## src/design/dteu_pkg.sv

```systemverilog
// Constants and types shared by the diagnostic test and exception unit
package dteu_pkg;

    // Clock and probe reply timeout
    localparam int CLK_PERIOD_NS = 20;
    localparam int PROBE_TIMEOUT_MS = 100;
    localparam int PROBE_TIMEOUT_CYC =
        PROBE_TIMEOUT_MS * 1000000 / CLK_PERIOD_NS;

    // Supported function codes
    localparam logic [7:0] FC_READ_REGS = 8'h03;
    localparam logic [7:0] FC_WRITE_ONE = 8'h06;
    localparam logic [7:0] FC_WRITE_MANY = 8'h10;
    localparam logic [15:0] MAX_WRITE_QTY = 16'h007B;

    // Exception codes
    localparam logic [7:0] EXC_NONE = 8'h00;
    localparam logic [7:0] EXC_ILL_FUNC = 8'h01;
    localparam logic [7:0] EXC_ILL_ADDR = 8'h02;
    localparam logic [7:0] EXC_ILL_VALUE = 8'h03;
    localparam logic [7:0] EXC_BUSY = 8'h06;
    localparam logic [7:0] EXC_FIELD = 8'h80;
    localparam logic [7:0] EXC_WR_ONLY = 8'h81;
    localparam logic [7:0] EXC_WR_VALUE = 8'h84;
    localparam logic [7:0] EXC_UNK_PROBE = 8'hB0;
    localparam logic [7:0] EXC_BAD_STR = 8'hB1;
    localparam logic [7:0] EXC_LONG_STR = 8'hB2;
    localparam logic [7:0] EXC_PROBE_TMO = 8'hB3;
    localparam logic [7:0] EXC_CRC_RET = 8'hB4;
    localparam logic [7:0] EXC_CRC_SEND = 8'hB5;
    localparam logic [7:0] EXC_PROBE_FLT = 8'hB6;

    // Probe check byte offsets
    localparam logic [7:0] CHK_OFS_CORRUPT = 8'h07;
    localparam logic [7:0] CHK_OFS_FAULT = 8'h38;

    // Holding register map, internal addresses
    localparam logic [16:0] MAP_REGS = 17'h01770;
    localparam logic [15:0] ADDR_SELECT = 16'h0400;
    localparam logic [15:0] ADDR_FAIL = 16'h0402;
    localparam logic [15:0] ADDR_STATUS = 16'h0404;
    localparam logic [15:0] ADDR_CLEAR = 16'h0405;
    localparam logic [15:0] ADDR_LOCAL_END = 16'h0406;
    localparam logic [15:0] SIZE_VECTOR = 16'h0002;
    localparam logic [15:0] SIZE_WORD = 16'h0001;

    // Reset values and field layout
    localparam logic [31:0] SELECT_RESET = 32'h0000_0000;
    localparam logic [31:0] FAIL_RESET = 32'h0000_0000;
    localparam logic [31:0] SELECT_VALID = 32'h0000_05FF;
    localparam int STAT_PWR_EVT = 0;
    localparam int STAT_NO_SYNC = 1;
    localparam int STAT_TESTING = 7;
    localparam int CLEAR_PWR_BIT = 0;

    // Test identifiers, equal to their vector bit positions
    localparam logic [3:0] T_BATTERY = 4'h0;
    localparam logic [3:0] T_PROG_SUM = 4'h1;
    localparam logic [3:0] T_INFO_SUM = 4'h2;
    localparam logic [3:0] T_FERRO = 4'h3;
    localparam logic [3:0] T_LOG_LOW = 4'h4;
    localparam logic [3:0] T_LOG_HIGH = 4'h5;
    localparam logic [3:0] T_TEMP = 4'h6;
    localparam logic [3:0] T_PRESS = 4'h7;
    localparam logic [3:0] T_LOG_FULL = 4'h8;
    localparam logic [3:0] T_BOOT_SUM = 4'hA;
    localparam int TEST_BITS = 11;

    // Pass limits; battery reading is in millivolts
    localparam logic [31:0] BATT_MIN_MV = 32'h0000_0C1C;
    localparam logic [31:0] TEMP_MIN = 32'h0074_0000;
    localparam logic [31:0] TEMP_MAX = 32'h00E5_0000;
    localparam logic [31:0] PRESS_MIN = 32'h0081_0000;
    localparam logic [31:0] PRESS_MAX = 32'h0B00_0000;

    typedef enum logic [1:0] {
        ST_IDLE = 2'b00,
        ST_ISSUE = 2'b01,
        ST_WAIT = 2'b11
    } dteu_state_type;

endpackage : dteu_pkg

```

## src/design/dteu_core.sv

```systemverilog
// Diagnostic test dispatcher and exception response generator
`timescale 1ns/1ns
`default_nettype none

module dteu_core
    import dteu_pkg::*;
#(
    parameter int PROBE_TIMEOUT = PROBE_TIMEOUT_CYC
) (
    input wire logic clk_in,
    input wire logic reset_n_in,
    input wire logic req_valid_in,
    output logic req_ready_out,
    input wire logic [7:0] req_func_in,
    input wire logic [15:0] req_addr_in,
    input wire logic [15:0] req_qty_in,
    input wire logic [7:0] req_bytes_in,
    input wire logic [31:0] req_wdata_in,
    input wire logic req_struct_bad_in,
    input wire logic req_str_bad_in,
    input wire logic req_str_long_in,
    input wire logic fw_update_in,
    input wire logic probe_known_in,
    output logic resp_valid_out,
    output logic [7:0] resp_exc_out,
    output logic [31:0] resp_data_out,
    output logic probe_fwd_out,
    output logic probe_hold_out,
    input wire logic probe_reply_valid_in,
    input wire logic probe_crc_ok_in,
    input wire logic [7:0] probe_check_byte_in,
    input wire logic [7:0] probe_expect_in,
    input wire logic [31:0] probe_data_in,
    output logic tst_start_out,
    output logic [3:0] tst_id_out,
    input wire logic tst_done_in,
    input wire logic tst_ok_in,
    input wire logic [31:0] tst_value_in,
    input wire logic [31:0] tst_ref_in
);

    if (PROBE_TIMEOUT < 1) begin : g_bad_timeout
        $error("PROBE_TIMEOUT must be at least one cycle");
    end

    typedef struct packed {
        dteu_state_type state;
        logic [31:0] select_r;
        logic [31:0] fail_r;
        logic [TEST_BITS-1:0] pend_r;
        logic running_r;
        logic pwr_evt_r;
        logic probe_wait_r;
        logic [31:0] probe_cnt_r;
        logic resp_valid_r;
        logic [7:0] resp_exc_r;
        logic [31:0] resp_data_r;
        logic probe_fwd_r;
        logic tst_start_r;
        logic [3:0] tst_id_r;
    } dteu_regs_type;
    localparam dteu_regs_type REGS_RESET = '{
        state: ST_IDLE, select_r: SELECT_RESET, fail_r: FAIL_RESET,
        pend_r: '0, running_r: 1'b0, pwr_evt_r: 1'b1, probe_wait_r: 1'b0,
        probe_cnt_r: 32'h0000_0000, resp_valid_r: 1'b0,
        resp_exc_r: EXC_NONE, resp_data_r: 32'h0000_0000,
        probe_fwd_r: 1'b0, tst_start_r: 1'b0, tst_id_r: 4'h0
    };
    dteu_regs_type st_r;
    dteu_regs_type st_nxt;
    logic take_w, is_read_w, is_write_w, is_local_w, probe_end_w;
    logic done_w, test_fail_w, start_w;
    logic [16:0] end_addr_w;
    logic [15:0] field_size_w, status_w;
    logic [7:0] dec_exc_w, probe_exc_w;

    function automatic logic [3:0] lowest_set(
        input logic [TEST_BITS-1:0] vec
    );
        logic [3:0] id;
        id = 4'h0;
        for (int i = TEST_BITS - 1; i >= 0; i--) begin
            if (vec[i]) begin
                id = 4'(i);
            end
        end
        return id;
    endfunction : lowest_set
    // A finishing probe wait owns the response port this cycle
    assign probe_end_w = st_r.probe_wait_r
        && (probe_reply_valid_in || st_r.probe_cnt_r == 32'h0000_0001);
    assign req_ready_out = !probe_end_w;
    assign take_w = req_valid_in && req_ready_out;
    assign done_w = st_r.state == ST_WAIT && tst_done_in;
    assign status_w = {8'h00, st_r.running_r, 5'h00, !probe_known_in,
        st_r.pwr_evt_r};
    assign is_read_w = req_func_in == FC_READ_REGS;
    assign is_write_w = req_func_in == FC_WRITE_ONE
        || req_func_in == FC_WRITE_MANY;
    assign end_addr_w = {1'b0, req_addr_in} + {1'b0, req_qty_in};
    assign is_local_w = req_addr_in >= ADDR_SELECT
        && req_addr_in < ADDR_LOCAL_END;
    always_comb begin
        case (req_addr_in)
            ADDR_SELECT, ADDR_FAIL: field_size_w = SIZE_VECTOR;
            ADDR_STATUS, ADDR_CLEAR: field_size_w = SIZE_WORD;
            default: field_size_w = 16'h0000;
        endcase
    end
    // Request classification, first match wins
    always_comb begin
        dec_exc_w = EXC_NONE;
        if (req_struct_bad_in || req_qty_in == 16'h0000
            || (req_func_in == FC_WRITE_MANY
            && (req_qty_in > MAX_WRITE_QTY
            || req_bytes_in != {req_qty_in[6:0], 1'b0}))) begin
            dec_exc_w = EXC_ILL_VALUE;
        end else if (!is_read_w && !is_write_w) begin
            dec_exc_w = EXC_ILL_FUNC;
        end else if (end_addr_w > MAP_REGS) begin
            dec_exc_w = EXC_ILL_ADDR;
        end else if (is_local_w) begin
            if (field_size_w == 16'h0000
                || req_qty_in != field_size_w) begin
                dec_exc_w = EXC_FIELD;
            end else if (is_read_w && req_addr_in == ADDR_CLEAR) begin
                dec_exc_w = EXC_WR_ONLY;
            end else if (is_write_w && (req_addr_in == ADDR_FAIL
                || req_addr_in == ADDR_STATUS)) begin
                dec_exc_w = EXC_ILL_ADDR;
            end else if (is_write_w && req_addr_in == ADDR_SELECT
                && st_r.running_r) begin
                dec_exc_w = EXC_BUSY;
            end else if (is_write_w && req_addr_in == ADDR_SELECT
                && (req_wdata_in & ~SELECT_VALID) != 32'h0000_0000) begin
                // Reserved selection bits are refused, not masked
                dec_exc_w = EXC_WR_VALUE;
            end
        end else if (st_r.running_r) begin
            dec_exc_w = EXC_ILL_FUNC;
        end else if (!probe_known_in) begin
            dec_exc_w = EXC_UNK_PROBE;
        end else if (is_write_w && req_str_bad_in) begin
            dec_exc_w = EXC_BAD_STR;
        end else if (is_write_w && req_str_long_in) begin
            dec_exc_w = EXC_LONG_STR;
        end
    end
    // Probe reply checks; a missing reply is checked first, then CRC at this end
    always_comb begin
        if (!probe_reply_valid_in) begin
            probe_exc_w = EXC_PROBE_TMO;
        end else if (!probe_crc_ok_in) begin
            probe_exc_w = EXC_CRC_RET;
        end else if (probe_check_byte_in
            == 8'(probe_expect_in + CHK_OFS_CORRUPT)) begin
            probe_exc_w = EXC_CRC_SEND;
        end else if (probe_check_byte_in
            == 8'(probe_expect_in + CHK_OFS_FAULT)) begin
            probe_exc_w = EXC_PROBE_FLT;
        end else begin
            probe_exc_w = EXC_NONE;
        end
    end
    // Verdict for the test whose completion is being reported
    always_comb begin
        case (st_r.tst_id_r)
            T_BATTERY: test_fail_w = tst_value_in < BATT_MIN_MV;
            T_PROG_SUM, T_BOOT_SUM: begin
                test_fail_w = tst_value_in != tst_ref_in;
            end
            T_INFO_SUM: begin
                test_fail_w = tst_value_in[15:0] != tst_ref_in[15:0];
            end
            T_TEMP: begin
                test_fail_w = tst_value_in < TEMP_MIN
                    || tst_value_in > TEMP_MAX;
            end
            T_PRESS: begin
                test_fail_w = tst_value_in < PRESS_MIN
                    || tst_value_in > PRESS_MAX;
            end
            default: test_fail_w = !tst_ok_in;
        endcase
    end

    assign start_w = take_w && !fw_update_in && dec_exc_w == EXC_NONE
        && is_write_w && req_addr_in == ADDR_SELECT
        && req_wdata_in != 32'h0000_0000;
    always_comb begin
        st_nxt = st_r;
        st_nxt.resp_valid_r = 1'b0;
        st_nxt.probe_fwd_r = 1'b0;
        st_nxt.tst_start_r = 1'b0;
        case (st_r.state)
            ST_IDLE: begin
                if (st_r.pend_r != '0) begin
                    st_nxt.state = ST_ISSUE;
                end else begin
                    st_nxt.running_r = 1'b0;
                end
            end
            ST_ISSUE: begin
                // Memory engines restore what they overwrite
                st_nxt.tst_start_r = 1'b1;
                st_nxt.tst_id_r = lowest_set(st_r.pend_r);
                st_nxt.state = ST_WAIT;
            end
            ST_WAIT: begin
                if (tst_done_in) begin
                    st_nxt.pend_r[st_r.tst_id_r] = 1'b0;
                    st_nxt.fail_r[st_r.tst_id_r] = test_fail_w;
                    st_nxt.state = ST_IDLE;
                end
            end
            default: st_nxt.state = ST_IDLE;
        endcase
        if (st_r.probe_wait_r) begin
            if (probe_end_w) begin
                st_nxt.probe_wait_r = 1'b0;
                st_nxt.resp_valid_r = 1'b1;
                st_nxt.resp_exc_r = probe_exc_w;
                st_nxt.resp_data_r = probe_exc_w == EXC_NONE
                    ? probe_data_in : 32'h0000_0000;
            end else begin
                st_nxt.probe_cnt_r = st_r.probe_cnt_r - 32'h0000_0001;
            end
        end
        // Firmware update swallows requests without an answer
        if (take_w && !fw_update_in) begin
            st_nxt.resp_valid_r = 1'b1;
            st_nxt.resp_exc_r = dec_exc_w;
            st_nxt.resp_data_r = 32'h0000_0000;
            if (st_r.probe_wait_r) begin
                st_nxt.resp_exc_r = EXC_BUSY;
            end else if (dec_exc_w == EXC_NONE && !is_local_w) begin
                st_nxt.resp_valid_r = 1'b0;
                st_nxt.probe_wait_r = 1'b1;
                st_nxt.probe_fwd_r = 1'b1;
                st_nxt.probe_cnt_r = 32'(PROBE_TIMEOUT);
            end else if (dec_exc_w == EXC_NONE && is_read_w) begin
                case (req_addr_in)
                    ADDR_SELECT: st_nxt.resp_data_r = st_r.select_r;
                    ADDR_FAIL: st_nxt.resp_data_r = st_r.fail_r;
                    default: st_nxt.resp_data_r = {16'h0000, status_w};
                endcase
            end else if (dec_exc_w == EXC_NONE
                && req_addr_in == ADDR_CLEAR
                && req_wdata_in[CLEAR_PWR_BIT]) begin
                st_nxt.pwr_evt_r = 1'b0;
            end
            if (start_w) begin
                st_nxt.select_r = req_wdata_in;
                st_nxt.pend_r = req_wdata_in[TEST_BITS-1:0];
                st_nxt.fail_r = FAIL_RESET;
                st_nxt.running_r = 1'b1;
                st_nxt.state = ST_IDLE;
            end else if (dec_exc_w == EXC_NONE && is_write_w
                && req_addr_in == ADDR_SELECT) begin
                st_nxt.select_r = req_wdata_in;
            end
        end
    end

    always_ff @(posedge clk_in or negedge reset_n_in) begin
        if (!reset_n_in) begin
            st_r <= REGS_RESET;
        end else begin
            st_r <= st_nxt;
        end
    end
    assign resp_valid_out = st_r.resp_valid_r;
    assign resp_exc_out = st_r.resp_exc_r;
    assign resp_data_out = st_r.resp_data_r;
    assign probe_fwd_out = st_r.probe_fwd_r;
    assign probe_hold_out = st_r.running_r;
    assign tst_start_out = st_r.tst_start_r;
    assign tst_id_out = st_r.tst_id_r;
endmodule : dteu_core

`default_nettype wire

```

## config.mk

```make
export PLATFORM = sky130hd
export DESIGN_NAME = dteu_core
export DESIGN_NICKNAME = d
export VERILOG_FILES = /design/src/design/dteu_pkg.sv /design/src/design/dteu_core.sv
export SDC_FILE = /design/constraint.sdc
export NUM_CORES = 1
export LEC_CHECK = 0
export BUFFER_PORTS_ARGS = -buffer_cell sky130_fd_sc_hd__buf_2
export CORE_MARGIN = 10
export CORE_UTILIZATION = 40
export DETAILED_ROUTE_END_ITERATION = 10
export PLACE_DENSITY = 0.66
export RECOVER_POWER = 50
export SLEW_MARGIN = 10
export SYNTH_ARGS = -nofsm -noshare
export SYNTH_HDL_FRONTEND = slang
export SYNTH_SLANG_ARGS = --single-unit
```

## constraint.sdc

```tcl
create_clock -name clk_in -period 3.6 [get_ports clk_in]
set_input_delay 0.36 -clock clk_in [delete_from_list [all_inputs] [get_ports clk_in]]
set_output_delay 0.36 -clock clk_in [all_outputs]
set_load 0.02 [all_outputs]
```

==> reports/summary.txt, run 1 <==
Hold Worst Slack - 164.2 ps
TritonCTS buffer count - 17
Critical R2R Launch - st_r[49]
Worst hold path class - input port to register
Worst hold endpoint - resp_data_out[11]
Ratio of cells with drive above 1 in the final layout - 23.78%
Post_cts resized - 0
GRT Overall Usage - 18.89%
DR vias/cell - 5.477
Initial DRC Count - 513
Routed Antenna Nets - 0
Flops & latches, synth - 140
Final HPWL from detailed placement - 21.95 mm
Worst EP required - 3900 ps
Clk Latency, worst-skew pair - 420 ps
Clk root buf - clkbuf_16
Fmax - 314.3 MHz
Startpoint Class - input port
Nets - 1,462
Synth warnings - 0
Ys async rst share - 100.0%
Filler cells - 2,227
Final Cycle Share - 88.38%
Drt drc - 0
H-tree depth - 4
Synthesis-to-layout area growth - 21.00%
Initial Util - 40.66%
Unique cell type count in the Yosys netlist - 75
CTS tree - yes
Clock Pin Slew Worst Setup and Hold Paths - 60 ps
VDD IR max - 0.3245 mV
Pre-CTS WS - 74.58 ps
Slew HR - -43.50%
Critical Path AT - 3480 ps
Post-layout min period - 3182 ps
Worst-path fanout max - 17
Grt ovf - 0
Wire per inst - 18.21 um
Final Max Tran Viols - 39
Crit end category - register
Worst Clk Skew - 7.718 ps
I/O pin cnt - 253
Number of global-route vias before repair - 8,716
Reg2reg setup slack - 560 ps
Reg2reg path depth - 8
DIE HEIGHT - 171.9 um
Worst r2r dst - st_r[65]
CTS Buffer Depth - 2
Power Density - 380.5 mW/mm2
1st-pass router iterations - 5
Most frequent cells in the layout - buf_2 (208), dfrtp_1 (139), nand2_1 (78)
Gp weighted congestion - 0.9065
WL final - 28.00 mm
RSZ-0062 raised after global routing - false
Final count of hold timing violations - 0
Failing checks - max-capacitance violations, max-slew violations
Gate Count Post-Synth - 1,023
Endpoints failing setup - 0
Register Area - 0.003505 mm2
Die extent in x - 171.9 um
Most common cell after layout, fill and taps aside - buf_2
Register area share after synthesis - 37.95%
Full die area - 0.02956 mm2
Hold Path Depth - 3
Core Area - 0.02271 mm2
Setup WS post-layout - 418.2 ps
Max-Cap Viols - 1
Total power - 4.252 mW
Slew @ Worst Pin - 2153 ps
Pin count of the biggest net entering global routing - 104
Synth Flop Type - dfrtp_1
Final setup TNS - 0 ps
Syn Area/Cell - 9.026 um2
First-pass GRT wire length - 45.02 mm
Post-Syn Area - 0.009234 mm2
IO Port Bufs - 250
Critical path class - input port to register
Hold path start - probe_data_in[11]
Row count - 55
Initial antenna violation count - 2
Leak - 5.140 nW
Clock Sinks - 140
Status - finished with violations
Number of synthesized flops with an enable pin - 0
Vias - 8,418
Area of the multi-input gates - 0.005156 mm2
[registers in the layout, indices dropped and copies added (netlist names)]
signal	count
st_r	95
probe_fwd_out	1
probe_hold_out	1
tst_start_out	1
resp_valid_out	1
resp_data_out	32
tst_id_out	4
resp_exc_out	5
[repair_timing]
action	CTS	global route
endpoints found under the hold margin	36	0
endpoints found under the setup margin	0	0
buffers inserted	0	0
hold buffers	1	0
[critical path, stage by stage]
cell,delay [ps]
buf_2,130
ha_1,240
fa_1,430
a21oi_1,230
o21ai_0,120
a2111oi_0,440
a311oi_1,100
o31ai_1,390
a31oi_2,270
nand4_1,150
buf_4,250
mux2_2,370
[per-layer routing]
metal	wire length, um	up-vias	global-route usage, %
met2	13110	301	30.53
met1	12500	3971	24.21
met3	2088	22	5.312
met4	302	0	5.135
met5	0	-	0
li1	-	4124	-
[synthesized netlist by cell type (5+ instances only)]
cell type | n | area (um2)
o211ai_1 | 5 | 37.54
clkbuf_1 | 29 | 108.9
nand4_1 | 18 | 112.6
buf_4 | 44 | 330.3
nor3_1 | 32 | 160.2
xnor2_1 | 67 | 586.8
and3_1 | 10 | 62.56
nand3_1 | 53 | 265.3
ha_1 | 21 | 262.8
mux2i_1 | 22 | 220.2
o21ai_1 | 22 | 110.1
or3_1 | 6 | 37.54
a21o_1 | 7 | 52.55
a21boi_1 | 9 | 67.56
and2_1 | 29 | 181.4
a211oi_1 | 5 | 37.54
o21ai_0 | 32 | 160.2
o31ai_1 | 21 | 157.7
mux2_2 | 12 | 135.1
inv_1 | 30 | 112.6
nor2b_1 | 13 | 81.33
nor4_1 | 34 | 212.7
or4_1 | 13 | 97.59
buf_2 | 8 | 40.04
o21a_1 | 5 | 37.54
mux2_1 | 5 | 56.30
a21oi_1 | 53 | 265.3
xor2_1 | 27 | 236.5
dfrtp_1 | 139 | 3478
a22oi_1 | 34 | 255.2
nor2_1 | 56 | 210.2
nand2b_1 | 7 | 43.79
nand2_1 | 78 | 292.8
[cell type report]
| type | count | share of cell area (%) |
|---|---|---|
| timing repair buffer | 277 | 12.82 |
| multi-input combinational | 770 | 46.15 |
| clock inverter | 11 | 1.187 |
| antenna | 3 | 0.06719 |
| tap | 285 | 3.191 |
| sequential | 140 | 31.37 |
| clock buffer | 21 | 4.211 |
| inverter | 30 | 1.008 |
[power breakdown]
group	leakage [nW]	internal [mW]	total, mW	switching (mW)
registers	1.93	1.63	1.70	0.0665
clock network	0.291	1.08	1.76	0.677
logic	2.92	0.337	0.792	0.455
total	5.14	3.05	4.25	1.20
[metrics by stage]
step	area (um2)	std cells	util (%)
floorplan	9238	1024	-
global placement	10620	1501	46.77
detailed placement	10620	1501	46.77
CTS	11230	1534	49.47
global route	11170	1535	49.18
finish	11170	1537	49.20
[worst max-delay path by stage]
stage                              start                end  slack [ps]  cells after the start
after floorplan           req_addr_in[0]          st_r[129]         480                     11
after global placement    req_addr_in[0]          st_r[133]         110                     12
after detailed placement  req_addr_in[0]          st_r[132]          70                     12
after CTS                 req_addr_in[0]          st_r[132]         500                     12
after global routing          reset_n_in  resp_data_out[15]         180                      3
final                     req_addr_in[0]          st_r[132]         420                     12
[cells by family after synthesis]
group                    synth area share [%]
XOR/XNOR                                8.916
multiplexers                            4.946
other                                 0.04061
adder cells (fa/ha/maj)                 3.062
buffers and inverters                   6.545
AND/OR/NAND/NOR                         21.75
flip-flops                              37.95
AO/OA/AOI/OAI                           16.79
(Power assumes the default switching activity.)
==> inputs of run 2 (changes only) <==
==> constraint.sdc (replaced) <==
create_clock -name clk_in -period 4.05 [get_ports clk_in]
set_input_delay 0.405 -clock clk_in [delete_from_list [all_inputs] [get_ports clk_in]]
set_output_delay 0.405 -clock clk_in [all_outputs]
set_load 0.02 [all_outputs]
==> reports/summary.txt, run 2 (synthesis gave the netlist of run 1 again) <==
Worst-path fanout max - 32
Row count - 55
Gp weighted congestion - 0.9085
Max stage delay on crit path - 480 ps
I/O pin cnt - 253
Grt ovf - 0
Initial Util - 40.66%
Slew HR - -38.09%
Core Area - 0.02271 mm2
Cell Chain, Critical Path - buf_2 > ha_1 > fa_1 > a21oi_1 > o21ai_0 > a2111oi_0 > a311oi_1 > o31ai_1 > a31oi_2 > nand4_1 > buf_4 > mux2_2
Critical Path AT - 3570 ps
Largest Register - st_r
CTS Buffer Depth - 2
RSZ-0062 raised after global routing - false
Number of global-route vias before repair - 8,791
Placed Cells - 1,492
Post-layout min period - 3263 ps
Worst hold path class - input port to register
DIE HEIGHT - 171.9 um
Nets - 1,452
Final count of hold timing violations - 0
First-pass GRT wire length - 44.91 mm
Worst EP required - 4360 ps
Worst Clk Skew - 5.735 ps
DR vias/cell - 5.547
Wire per inst - 18.28 um
Pin count of the biggest net entering global routing - 85
Power Density - 346.5 mW/mm2
VDD IR max - 0.2362 mV
Final Max Tran Viols - 145
Clock Sinks - 140
H-tree depth - 4
Die extent in x - 171.9 um
Clk root buf - clkbuf_16
Final Cycle Share - 80.56%
Clock Pin Slew Worst Setup and Hold Paths - 60 ps
Max reg flops - 95
Setup bufs post-CTS - 0
Routed Antenna Nets - 0
Crit end category - register
Failing checks - max-capacitance violations, max-slew violations
Slew @ Worst Pin - 2071 ps
CTS tree - yes
Full die area - 0.02956 mm2
Vias - 8,465
Filler cells - 2,214
Leak - 5.170 nW
Synthesis-to-layout area growth - 20.26%
Most common cell after layout, fill and taps aside - buf_2
Status - finished with violations
Ratio of cells with drive above 1 in the final layout - 24.94%
Register Area - 0.003505 mm2
TritonCTS buffer count - 17
Max-Cap Viols - 3
Startpoint Class - input port
IO Port Bufs - 250
Non-filler cells, final - 1,526
Fmax - 306.5 MHz
Initial DRC Count - 558
WL final - 27.90 mm
Final HPWL from detailed placement - 21.77 mm
Critical path class - input port to register
Clk Latency, worst-skew pair - 420 ps
Endpoints failing setup - 0
Post_cts resized - 0
Final setup TNS - 0 ps
Area of the multi-input gates - 0.005156 mm2
GRT Overall Usage - 18.84%
CP max-delay cell - a2111oi_0
1st-pass router iterations - 7
Initial antenna violation count - 2
Most frequent cells in the layout - buf_2 (230), dfrtp_1 (139), nand2_1 (78)
Cts hold-fix bufs - 0
Drt drc - 0
run 2: cell count changes in the layout (fill, tap and decap cells not counted), sizes merged:
cell,before,now
dlygate4sd3,1,0
clkinv,4,5
bufinv,2,4
diode,3,2
clkinvlp,2,3
inv,33,32
clkbuf,63,40
buf,234,245
run 2: final timing paths:
check,from,to,slack (ps),depth (start not counted)
min,probe_data_in[14],resp_data_out[14],210,3
max,req_qty_in[0],st_r[129],790,12
min reg2reg,st_r[80],st_r[80],460,1
max reg2reg,st_r[72],st_r[129],890,10
max in group asynchronous,reset_n_in,st_r[101],1170,2
min in group asynchronous,reset_n_in,st_r[73],590,1
run 2: cell type report:
| class | instances | area share (%) |
|---|---|---|
| clock inverters | 14 | 1.735 |
| multi-input cells | 770 | 46.43 |
| clock buffers | 18 | 3.865 |
| inverters | 30 | 1.014 |
| repair buffers | 267 | 12.14 |
| well taps | 285 | 3.211 |
| diodes | 2 | 0.04507 |
| flip-flops and latches | 140 | 31.56 |
run 2: metal layers:
metal  track usage (%)  share of wire [%]
met5                 0                  0
met4             5.322                1.4
met3             5.677                7.7
met2             31.14                 48
met1             23.26                 43
run 2: critical path, delay by kind of cell:
kind | cells | cell delay, ps
buf+inv | 2 | 450
fa+ha+maj | 2 | 650
mux | 1 | 380
simple gates | 1 | 140
compound gates | 6 | 1510
run 2: report_power, final:
part	internal, mW	switching (mW)	total (mW)
Combinational	0.296	0.401	0.697
Clock	1.03	0.609	1.64
Sequential	1.45	0.0589	1.51
Total	2.78	1.07	3.85
run 2: metrics by stage:
step | setup slack (ps) | power, mW | area (um2) | utilization (%) | hold slack, ps
global route | 513.7 | 4.029 | 11100 | 48.89 | 211.2
finish | 787.4 | 3.848 | 11100 | 48.90 | 210.9
global placement | 483.0 | 2.224 | 10520 | 46.30 | 450.6
CTS | 855.6 | 3.885 | 11140 | 49.04 | 43.40
floorplan | 884.9 | 1.954 | 9238 | - | 109.4
detailed placement | 430.8 | 2.232 | 10520 | 46.30 | 454.5
==> inputs of run 3 (changes only) <==
--- a/config.mk
+++ b/config.mk
@@ -5,11 +5,12 @@
 export SDC_FILE = /design/constraint.sdc
 export NUM_CORES = 1
 export LEC_CHECK = 0
+export ABC_AREA = 1
 export BUFFER_PORTS_ARGS = -buffer_cell sky130_fd_sc_hd__buf_2
 export CORE_MARGIN = 10
 export CORE_UTILIZATION = 40
 export DETAILED_ROUTE_END_ITERATION = 10
-export PLACE_DENSITY = 0.66
+export PLACE_DENSITY = 0.64
 export RECOVER_POWER = 50
 export SLEW_MARGIN = 10
 export SYNTH_ARGS = -nofsm -noshare
==> constraint.sdc (replaced) <==
create_clock -name clk_in -period 3.2 [get_ports clk_in]
set_input_delay 0.32 -clock clk_in [delete_from_list [all_inputs] [get_ports clk_in]]
set_output_delay 0.32 -clock clk_in [all_outputs]
set_load 0.02 [all_outputs]
==> reports/summary.txt, run 3 <==
Status - finished with violations
Failing checks - max-capacitance violations, max-slew violations
Syn Area/Cell - 6.483 um2
DIE HEIGHT - 183.8 um
Total power - 5.808 mW
Main area contributors after synthesis - dfrtp_1 (32%), nand2_1 (13%), nor2_1 (11%)
VDD IR max - 0.3727 mV
Worst hold path class - input port to register
Number of global-route vias before repair - 10,540
Ys async rst share - 100.0%
Synthesis-to-layout area growth - 18.39%
Initial Util - 40.94%
Final setup TNS - 0 ps
Slew @ Worst Pin - 2238 ps
Filler cells - 2,728
CTS tree - yes
Most common cell after layout, fill and taps aside - nand2_1
Max reg flops - 95
Drt drc - 0
Endpoints failing setup - 0
H-tree depth - 4
Max-Cap Viols - 1
Leading area contributor after synthesis - dfrtp_1
First-pass GRT wire length - 51.41 mm
Startpoint Class - register
Final HPWL from detailed placement - 25.42 mm
Post_cts resized - 0
Worst EP required - 3560 ps
Critical Path AT - 3170 ps
Grt ovf - 0
RSZ-0062 raised after global routing - false
DR vias/cell - 4.817
Count leader, synth - nand2_1
Most frequent cells in the layout - nand2_1 (364), nor2_1 (315), inv_1 (264)
Clock Sinks - 140
1st-pass router iterations - 5
TritonCTS buffer count - 17
Synth warnings - 0
Final Cycle Share - 87.97%
Fmax - 355.2 MHz
GRT Overall Usage - 18.57%
Ratio of cells with drive above 1 in the final layout - 15.90%
Setup bufs post-CTS - 0
Number of synthesized flops with an enable pin - 0
WL final - 31.49 mm
Final Max Tran Viols - 86
Pre-CTS WS - 42.28 ps
Worst-path fanout max - 27
Post-Syn Area - 0.01073 mm2
Flops & latches, synth - 140
Initial DRC Count - 600
Initial antenna violation count - 7
Full die area - 0.03377 mm2
Vias - 10,680
IO Port Bufs - 250
Clk Latency, worst-skew pair - 430 ps
Synth Flop Type - dfrtp_1
Clock Pin Slew Worst Setup and Hold Paths - 60 ps
Unique cell type count in the Yosys netlist - 49
Row count - 59
Commonest cells in the synthesized netlist - nand2_1 (364), nor2_1 (316), inv_1 (265)
CTS Buffer Depth - 2
Pin count of the biggest net entering global routing - 87
Final count of hold timing violations - 0
Register area share after synthesis - 32.66%
Power Density - 457.2 mW/mm2
Wire per inst - 14.20 um
Area share of the largest cell type after synthesis - 32.42%
Critical path class - register to register
Setup WS post-layout - 385.1 ps
I/O pin cnt - 253
Core Area - 0.02621 mm2
Clk root buf - clkbuf_16
Post-layout min period - 2815 ps
Largest Register - st_r
Worst Clk Skew - 12.88 ps
Slew HR - -49.20%
Die extent in x - 183.8 um
Routed Antenna Nets - 0
Gate Count Post-Synth - 1,655
Leak - 6.935 nW
Crit end category - register
Util after Layout - 48.47%
Nets - 2,096
Gp weighted congestion - 0.9340
==> run 3: changes by cell type after synthesis, sizes merged, moves of 23 or more <==
cell | previous run | this run
a22oi | 34 | 0
xnor2 | 67 | 22
xor2 | 27 | 50
a21oi | 53 | 22
nand2 | 78 | 372
and2 | 30 | 3
nor2 | 56 | 328
inv | 30 | 266
nand3 | 53 | 173
==> run 3: path summary, 6_finish.rpt <==
| check | depth (start not counted) | to | start | slack (ps) |
|---|---|---|---|---|
| worst max-delay path | 14 | resp_data_out[25] | st_r[53] | 390 |
| worst min-delay path | 3 | st_r[133] | req_wdata_in[8] | 150 |
| worst max register to register | 14 | resp_data_out[25] | st_r[53] | 390 |
| worst min register to register | 2 | st_r[148] | st_r[148] | 460 |
| max in group asynchronous | 2 | st_r[157] | reset_n_in | 780 |
| min in group asynchronous | 2 | resp_data_out[16] | reset_n_in | 1080 |
==> run 3: kinds of logic after synthesis <==
group	after synthesis	share of synthesized area [%]
and+or+nand+nor	954	38.11
xor gates and xnor gates	72	5.878
other	1	0.03495
buffers and inverters	351	14.55
AOI/OAI and AO/OA	115	6.123
adders and majority gates	22	2.636
DFF	140	32.66
==> run 3: per-stage QoR <==
step           hold WS (ps)  instances  area [um2]
2_1_floorplan         24.41       1656       10730
3_3_place_gp          437.9       2185       12160
3_5_place_dp          443.4       2185       12160
4_1_cts               131.0       2216       12760
5_1_grt               154.5       2218       12700
6_report              147.9       2218       12700
==> run 3: repair_timing <==
action	4_1_cts	5_1_grt
hold endpoints to repair	25	0
endpoints found under the setup margin	0	0
hold buffers	1	0
==> run 3: report_power, final <==
| group | switching (mW) | leakage [nW] | internal, mW |
|---|---|---|---|
| Sequential | 0.163 | 1.77 | 1.99 |
| Clock | 0.755 | 0.281 | 1.23 |
| Combinational | 1.09 | 4.89 | 0.571 |
==> run 3: layer usage <==
layer  wire [um]  GRT usage [%]
met3        2046          5.257
met2       14570          30.98
met4         561          5.244
met5          33              0
met1       14280          22.91
==> run 3: cell type report <==
class                      instances  area, um2  area share, %
clock inverter                    11      145.1          1.143
sequential                       140       3505          27.59
clock buffer                      19      442.9          3.487
multi-input combinational       1165       5669          44.63
timing repair buffer             278       1510          11.89
antenna                            2      5.005        0.03940
inverter                         268       1006          7.920
tap                              335      419.2          3.300
==> run 3: critical path, stage by stage, from the launching register on <==
cell,delay (ps)
dfrtp_1,400
nor2_1,230
inv_1,110
nor3_1,230
nand4_1,150
nand2_1,180
nand2_2,160
nand3_2,160
inv_1,70
nor2_2,250
inv_2,260
buf_4,290
nand2_1,90
nor2_1,40
nor2_1,100
